`config.mk`:
```
export PLATFORM = sky130hd
export DESIGN_NAME = vopc_plane_config
export DESIGN_NICKNAME = d
export VERILOG_FILES = /design/src/inc/vopc_pkg.sv /design/src/hw/vopc_plane_config.sv
export VERILOG_INCLUDE_DIRS = /design/src /design/src/inc
export SDC_FILE = /design/constraint.sdc
export NUM_CORES = 1
export LEC_CHECK = 0
export BUFFER_PORTS_ARGS = -buffer_cell sky130_fd_sc_hd__buf_2
export CAP_MARGIN = 20
export CORE_MARGIN = 8
export CORE_UTILIZATION = 47
export CTS_CLUSTER_DIAMETER = 60
export DETAILED_ROUTE_END_ITERATION = 8
export PLACE_DENSITY = 0.72
export SKIP_CTS_REPAIR_TIMING = 1
export SYNTH_ARGS = -nofsm -noshare
export SYNTH_HDL_FRONTEND = slang
export SYNTH_SLANG_ARGS = --single-unit
```
`constraint.sdc`:
```
create_clock -name mclk -period 3.3 [get_ports mclk]
set_input_delay 0.66 -clock mclk [delete_from_list [all_inputs] [get_ports mclk]]
set_output_delay 0.66 -clock mclk [all_outputs]
set_load 0.02 [all_outputs]
```
`src/inc/vopc_consts.svh`:
```
// Offsets, field masks, field positions, reset values and byte order codes of the overlay plane configuration block
`ifndef VOPC_CONSTS_SVH
`define VOPC_CONSTS_SVH

`define VOPC_ADDR_W 20
`define VOPC_OFF_CONTROL 20'h72180
`define VOPC_OFF_LINOFF 20'h72184
`define VOPC_OFF_STRIDE 20'h72188
`define VOPC_OFF_POS 20'h7218C
`define VOPC_OFF_SURF 20'h7219C

`define VOPC_CTRL_MASK 32'h0007C404
`define VOPC_STRIDE_MASK 32'h00007FC0
`define VOPC_POS_MASK 32'h0FFF0FFF
`define VOPC_SURF_MASK 32'hFFFFF000
`define VOPC_RESET_VAL 32'h00000000

`define VOPC_BIT_STD 18
`define VOPC_BIT_ORD_HI 17
`define VOPC_BIT_ORD_LO 16
`define VOPC_BIT_ROT 15
`define VOPC_BIT_PACE 14
`define VOPC_BIT_TILED 10
`define VOPC_BIT_DKEY 2

`define VOPC_ORD_YUYV 2'h0
`define VOPC_ORD_UYVY 2'h1
`define VOPC_ORD_YVYU 2'h2
`define VOPC_ORD_VYUY 2'h3

`endif

```
`src/inc/vopc_pkg.sv`:
```
// Types of the overlay plane configuration block
package vopc_pkg;
    typedef struct packed {
        logic colour_standard_select;
        logic [1:0] packed_byte_order;
        logic rotate_180;
        logic burst_requests;
        logic tiled;
        logic dest_key_enable;
    } vopc_ctrl_t;

    typedef struct packed {
        logic [7:0] y1;
        logic [7:0] u;
        logic [7:0] y2;
        logic [7:0] v;
    } vopc_yuv_t;

    typedef struct packed {
        logic [11:0] y;
        logic [11:0] x;
    } vopc_pos_t;
endpackage

```
`src/hw/vopc_plane_config.sv`:
```
// Overlay plane configuration registers, double buffering and per-pixel helpers
`timescale 1ns/100ps
`include "vopc_consts.svh"

module vopc_plane_config (
    // Clock and reset
    input wire logic mclk,
    input wire logic sys_rst,
    // Register access
    input wire logic reg_wr,
    input wire logic reg_rd,
    input wire logic [19:0] reg_addr,
    input wire logic [31:0] reg_wdata,
    output logic [31:0] reg_rdata,
    // Stride from command stream
    input wire logic cmd_stride_wr,
    input wire logic [31:0] cmd_stride_data,
    // Update points
    input wire logic vblank_start,
    input wire logic pipe_disabled,
    input wire logic plane_disabled,
    // Pixel path
    input wire logic [31:0] yuv_word,
    input wire logic [23:0] primary_pixel,
    input wire logic [23:0] overlay_pixel,
    input wire logic [23:0] key_value,
    input wire logic [23:0] key_mask,
    input wire logic [31:0] tiled_start_addr,
    // Working configuration, pixel results and arm flag
    output vopc_pkg::vopc_ctrl_t active_ctrl,
    output logic [8:0] active_stride,
    output vopc_pkg::vopc_pos_t active_pos,
    output logic [31:0] first_pixel_addr,
    output vopc_pkg::vopc_yuv_t unpacked_yuv,
    output logic [23:0] blended_pixel,
    output logic update_armed
);

    // ----------------------------------------
    // Decoding
    // ----------------------------------------
    function automatic logic [31:0] field_mask(input logic [19:0] a);
        unique case (a)
            `VOPC_OFF_CONTROL: field_mask = `VOPC_CTRL_MASK;
            `VOPC_OFF_LINOFF: field_mask = 32'hFFFFFFFF;
            `VOPC_OFF_STRIDE: field_mask = `VOPC_STRIDE_MASK;
            `VOPC_OFF_POS: field_mask = `VOPC_POS_MASK;
            `VOPC_OFF_SURF: field_mask = `VOPC_SURF_MASK;
            default: field_mask = 32'h00000000;
        endcase
    endfunction

    function automatic vopc_pkg::vopc_ctrl_t to_ctrl(input logic [31:0] r);
        to_ctrl.colour_standard_select = r[`VOPC_BIT_STD];
        to_ctrl.packed_byte_order = r[`VOPC_BIT_ORD_HI:`VOPC_BIT_ORD_LO];
        to_ctrl.rotate_180 = r[`VOPC_BIT_ROT];
        to_ctrl.burst_requests = r[`VOPC_BIT_PACE];
        to_ctrl.tiled = r[`VOPC_BIT_TILED];
        to_ctrl.dest_key_enable = r[`VOPC_BIT_DKEY];
    endfunction

    // ----------------------------------------
    // First stage registers
    // ----------------------------------------
    logic [31:0] plane_control;
    logic [31:0] plane_linear_offset;
    logic [31:0] plane_line_stride;
    logic [31:0] plane_screen_position;
    logic [31:0] plane_surface_base;
    logic [31:0] next_plane_control;
    logic [31:0] next_plane_linear_offset;
    logic [31:0] next_plane_line_stride;
    logic [31:0] next_plane_screen_position;
    logic [31:0] next_plane_surface_base;
    logic [31:0] next_reg_rdata;
    logic next_update_armed;
    logic [31:0] wmask;
    logic load_point;

    always_comb begin
        wmask = field_mask(reg_addr);
        next_plane_control = plane_control;
        next_plane_linear_offset = plane_linear_offset;
        next_plane_line_stride = plane_line_stride;
        next_plane_screen_position = plane_screen_position;
        next_plane_surface_base = plane_surface_base;
        next_update_armed = update_armed;
        next_reg_rdata = reg_rdata;
        if (reg_wr) begin
            unique case (reg_addr)
                `VOPC_OFF_CONTROL: next_plane_control = reg_wdata & wmask;
                `VOPC_OFF_LINOFF: next_plane_linear_offset = reg_wdata;
                `VOPC_OFF_STRIDE: next_plane_line_stride = reg_wdata & wmask;
                `VOPC_OFF_POS: next_plane_screen_position = reg_wdata & wmask;
                `VOPC_OFF_SURF: next_plane_surface_base = reg_wdata & wmask;
                default: ;
            endcase
        end
        if (cmd_stride_wr) begin
            next_plane_line_stride = cmd_stride_data & `VOPC_STRIDE_MASK;
        end
        if (load_point) begin
            next_update_armed = 1'b0;
        end
        if (reg_wr && reg_addr == `VOPC_OFF_SURF) begin
            next_update_armed = 1'b1;
        end
        if (reg_rd) begin
            unique case (reg_addr)
                `VOPC_OFF_CONTROL: next_reg_rdata = plane_control;
                `VOPC_OFF_LINOFF: next_reg_rdata = plane_linear_offset;
                `VOPC_OFF_STRIDE: next_reg_rdata = plane_line_stride;
                `VOPC_OFF_POS: next_reg_rdata = plane_screen_position;
                `VOPC_OFF_SURF: next_reg_rdata = plane_surface_base;
                default: next_reg_rdata = 32'h00000000;
            endcase
        end
    end

    always_ff @(posedge mclk) begin
        if (sys_rst) begin
            plane_control <= `VOPC_RESET_VAL;
            plane_linear_offset <= `VOPC_RESET_VAL;
            plane_line_stride <= `VOPC_RESET_VAL;
            plane_screen_position <= `VOPC_RESET_VAL;
            plane_surface_base <= `VOPC_RESET_VAL;
            update_armed <= 1'b0;
            reg_rdata <= 32'h00000000;
        end else begin
            plane_control <= next_plane_control;
            plane_linear_offset <= next_plane_linear_offset;
            plane_line_stride <= next_plane_line_stride;
            plane_screen_position <= next_plane_screen_position;
            plane_surface_base <= next_plane_surface_base;
            update_armed <= next_update_armed;
            reg_rdata <= next_reg_rdata;
        end
    end

    // ----------------------------------------
    // Working copies
    // ----------------------------------------
    vopc_pkg::vopc_ctrl_t next_active_ctrl;
    logic [8:0] next_active_stride;
    vopc_pkg::vopc_pos_t next_active_pos;
    logic [31:0] active_base;
    logic [31:0] active_linoff;
    logic [31:0] next_active_base;
    logic [31:0] next_active_linoff;

    assign load_point = update_armed && (vblank_start || pipe_disabled || plane_disabled);

    always_comb begin
        next_active_ctrl = active_ctrl;
        next_active_stride = active_stride;
        next_active_pos = active_pos;
        next_active_base = active_base;
        next_active_linoff = active_linoff;
        if (load_point) begin
            next_active_ctrl = to_ctrl(plane_control);
            next_active_stride = plane_line_stride[14:6];
            next_active_pos.y = plane_screen_position[27:16];
            next_active_pos.x = plane_screen_position[11:0];
            next_active_base = plane_surface_base;
            next_active_linoff = plane_linear_offset;
        end
    end

    always_ff @(posedge mclk) begin
        if (sys_rst) begin
            active_ctrl <= '0;
            active_stride <= 9'h000;
            active_pos <= '0;
            active_base <= 32'h00000000;
            active_linoff <= 32'h00000000;
        end else begin
            active_ctrl <= next_active_ctrl;
            active_stride <= next_active_stride;
            active_pos <= next_active_pos;
            active_base <= next_active_base;
            active_linoff <= next_active_linoff;
        end
    end

    // ----------------------------------------
    // Pixel helpers
    // ----------------------------------------
    vopc_pkg::vopc_yuv_t next_unpacked_yuv;
    logic [23:0] next_blended_pixel;
    logic [31:0] next_first_pixel_addr;
    logic key_hit;

    always_comb begin
        unique case (active_ctrl.packed_byte_order)
            `VOPC_ORD_YUYV: next_unpacked_yuv = {yuv_word[7:0], yuv_word[15:8], yuv_word[23:16], yuv_word[31:24]};
            `VOPC_ORD_UYVY: next_unpacked_yuv = {yuv_word[15:8], yuv_word[7:0], yuv_word[31:24], yuv_word[23:16]};
            `VOPC_ORD_YVYU: next_unpacked_yuv = {yuv_word[7:0], yuv_word[31:24], yuv_word[23:16], yuv_word[15:8]};
            `VOPC_ORD_VYUY: next_unpacked_yuv = {yuv_word[15:8], yuv_word[23:16], yuv_word[31:24], yuv_word[7:0]};
        endcase
        key_hit = ((primary_pixel ^ key_value) & key_mask) == 24'h000000;
        next_blended_pixel = (active_ctrl.dest_key_enable && key_hit) ? overlay_pixel : primary_pixel;
        // Tiled base reinterpreted as start of tiled panning address
        next_first_pixel_addr = active_ctrl.tiled ? tiled_start_addr : active_base + active_linoff;
    end

    always_ff @(posedge mclk) begin
        if (sys_rst) begin
            unpacked_yuv <= '0;
            blended_pixel <= 24'h000000;
            first_pixel_addr <= 32'h00000000;
        end else begin
            unpacked_yuv <= next_unpacked_yuv;
            blended_pixel <= next_blended_pixel;
            first_pixel_addr <= next_first_pixel_addr;
        end
    end
endmodule

```
==> results.md <==
* # rows at between 60 and 70
* Via total after detailed routing at around 15k
* Xor/xnor share of the synthesized area at 0.0277
* Die Span Y at a little over 200 um
* Area contributors post-synth: dfxtp_1 (48%), nand2_1 (11%), a21oi_1 (7.1%)
* Leakage power at 8.29 nW
* Sequential cell area at 7710 um^2
* Placed cell count at between 2k and 3k
* Fin. max-slew vios at 0
* Grt met2 use at 0.384
* Setup TNS Final at 0 ns
* Vias in the first global route at roughly 14k
* Clock Pin Slew Worst Setup and Hold Paths at ~0.060 ns
* Mapped Area at around 16000 um^2
* Status: completed
* Worst-Skew Late Latency at between 0.5 and 0.6 ns
* H-tree depth at 2
* Total Wirelength at between 50000 and 60000 um
* # IOs at around 410
* Max-cap violations at 0
* Largest net degree at the start of global routing at approximately 120
* Post-Syn Nets at about 2.1k
* Synth cell types at 66
* Clk_skew at approximately 0.013 ns
* FMAX at 347 MHz
* Kind of critical path: flip-flop to flip-flop
* Initial drt markers at roughly 1.6k
* Gate Count Post-Synth at 1855
* Worst Setup Start Kind: flip-flop
* Placed wire-length estimate at ~39000 um
* Initial antenna violation count at 4
* CTS Sinks at 385
* Adder-cell share of the synthesized area at 0.0253
* CTS tree: done
* Area fraction of the dominant cell type after synthesis at 0.478
* Routed Antenna Nets at 0
* Share of cells above drive strength 1 at 0.239
* Pwr dens at 502 nW/um^2
* GR peak layer: met2
* Largest family of logic cells by synthesized area: simple AND/OR/NAND/NOR gates
* Peak VDD IR at roughly 0.0004 V
* Post-synth EDFFs at 0
* Minimum clock period at between 2 and 3 ns
* Critical Path Sink Type: flip-flop
* Hold Path Class: input pin to flip-flop
* Starting Density at 0.471
* Full die area at slightly above 40000 um^2
* Synth Area in Compound Gates at 0.152
* Die width at 201 um
* Tightest Pin Transition at 1.13 ns
* RSZ-0062 raised after global routing: no
* Register bit total from synthesis at roughly 390
* Worst hold path startpoint: tiled_start_addr[27]
* Register area share after synthesis at 0.478
* Fin cells at ~2.7k
* Fin nets at 2472
* Hold depth at 3
* Max clock buf depth at 3
* GRT overflow at 0
* Area delta synth->final at 23.1%
* # fillers at 3155
* Count of final setup violators at 0
* Worst r2r dst: first_pixel_addr[31]
* Clock root buffer: clkbuf_16
* Final Cycle Share at 0.872
* Met1 Use GR at 0.369
* Worst EP required at between 3 and 4 ns
* Final hold violation count at 0
* Yosys warning total at 0
* Crit path DAT at between 3 and 4 ns
* Reg-to-Reg Start: active_base[2]
* Router iterations before antenna repair at 6
* First-pass GRT wire length at around 84000 um
* R2R setup slack at ~0.42 ns
* Worst-path fanout max at 4
* Met3 Track Usage GR at 0.0507
* Via/cell ratio at 5.58
* TritonCTS buffer count at 41
* Routed WL per cell at 20.4 um
* Worst Hold End: first_pixel_addr[27]
* GRT Resource Usage Total at 0.254
* Max_slew headroom at 0.244
* DRC viols at 0
* Area of the multi-input gates at 7820 um^2
* Post-synthesis simple-gate area fraction at 0.196
* Ys flop type: dfxtp_1
* Ys async rst share at 0
* Syn Area/Cell at about 8.7 um^2
* Post-synth top area cell: dfxtp_1
* Core area at 34200 um^2
* Depth of the worst register-to-register path at 10
* Mux contribution to synthesized area at 0.0815
* PortBufs at between 300 and 400
* GP Congestion at 0.928
==> critical path, stage by stage, from the launching register on <==
cell,delay [ns]
dfxtp_1,0.32
ha_1,0.36
o211ai_1,0.13
o21bai_2,0.20
a31oi_1,0.15
buf_4,0.18
o311ai_1,0.49
a211oi_1,0.24
o31ai_1,0.41
xnor2_1,0.20
o21ai_1,0.08
==> cell type report <==
| class | count | share of cell area |
|---|---|---|
| Antenna cell | 2 | 0.000252 |
| Tap cell | 455 | 0.0287 |
| Sequential cell | 385 | 0.388 |
| Clock inverter | 14 | 0.00800 |
| Multi-Input combinational cell | 1322 | 0.394 |
| Inverter | 8 | 0.00151 |
| Clock buffer | 58 | 0.0601 |
| Timing Repair Buffer | 430 | 0.119 |
==> state kept, by name (all words and copies together), names as in the netlist <==
name / flops
active_base: 32
active_linoff: 32
first_pixel_addr: 32
plane_control: 32
plane_line_stride: 32
plane_linear_offset: 32
plane_screen_position: 32
plane_surface_base: 32
reg_rdata: 32
unpacked_yuv: 32
active_pos: 24
blended_pixel: 24
active_stride: 9
active_ctrl: 7
update_armed: 1
==> synthesized netlist by cell type, types with 4 or more instances <==
library cell	instances
nor3_1	8
a222oi_1	32
xor2_1	35
nand4_1	11
ha_1	31
and2_1	40
and3_1	49
buf_6	4
mux2_1	8
o21ai_1	4
buf_1	14
nand3_1	17
o21ai_0	47
nand2_1	453
buf_4	7
mux4_2	17
nor2_1	111
buf_2	15
and4_1	4
a31oi_1	7
a21oi_1	229
a21o_1	11
nor2b_1	7
dfxtp_1	385
xnor2_1	16
a22oi_1	9
clkbuf_1	100
inv_1	7
mux2i_1	84
a211oi_1	42
==> worst max-delay path by stage <==
stage / start / to / slack (ns) / depth (start not counted)
final: active_base[2] / first_pixel_addr[31] / 0.42 / 10
after CTS: active_linoff[1] / first_pixel_addr[27] / 0.46 / 10
after global routing: active_base[0] / first_pixel_addr[28] / 0.23 / 10
after floorplan: reg_addr[5] / plane_line_stride[14] / 0.79 / 9
after global placement: reg_addr[5] / plane_control[7] / 0.47 / 8
after detailed placement: reg_addr[5] / plane_control[13] / 0.43 / 8
==> cell families after synthesis <==
family | after synthesis
DFF | 385
buffers and inverters | 148
AOI/OAI and AO/OA | 407
adders and majority gates | 32
xor gates and xnor gates | 51
muxes | 109
and+or+nand+nor | 723
==> cells in the final DEF (no fill, tap or decap), types with 4 or more instances in the layout <==
cell type,netlist,final
clkbuf_8,0,7
buf_4,7,33
ha_1,31,31
mux2i_1,84,84
clkbuf_1,100,9
dfxtp_1,385,384
and2_1,40,40
xnor2_1,16,16
nand3_1,17,17
a21oi_1,229,229
clkinv_2,0,7
o21ai_1,4,4
clkbuf_16,0,43
buf_2,15,388
mux4_2,17,17
inv_1,7,7
buf_12,0,8
a22oi_1,9,9
a21o_1,11,11
mux2_1,8,8
nor3_1,8,8
nor2_1,111,111
and3_1,49,49
a31oi_1,7,7
xor2_1,35,35
o21ai_0,47,47
a211oi_1,42,42
nor2b_1,7,5
nand4_1,11,11
a222oi_1,32,32
nand2_1,453,453
and4_1,4,4
==> power breakdown <==
group          total [mW]  leakage, nW  internal, mW  switching, mW
logic               0.604         4.50         0.237          0.368
registers            4.74         3.12          4.71         0.0280
clock network        4.63        0.667          2.76           1.87
total                9.97         8.29          7.70           2.26
==> layer usage <==
layer  share of wire  routed length [um]
met1            0.45               24600
met2            0.44               23900
met4           0.018                 996
met5         0.00024                  13
met3           0.091                4970
==> stage by stage <==
stage / hold WS [ns] / total power [mW] / setup WS, ns / cell area (um^2) / util
2_1_floorplan: 0.424 / 5.12 / 0.793 / 16100 / -
3_3_place_gp: 0.439 / 5.42 / 0.468 / 18500 / 0.540
3_5_place_dp: 0.443 / 5.44 / 0.428 / 18500 / 0.540
4_1_cts: 0.323 / 10.0 / 0.458 / 19800 / 0.580
5_1_grt: 0.338 / 10.3 / 0.232 / 19800 / 0.580
6_report: 0.336 / 9.97 / 0.422 / 19900 / 0.580
(Power assumes the default switching activity.)
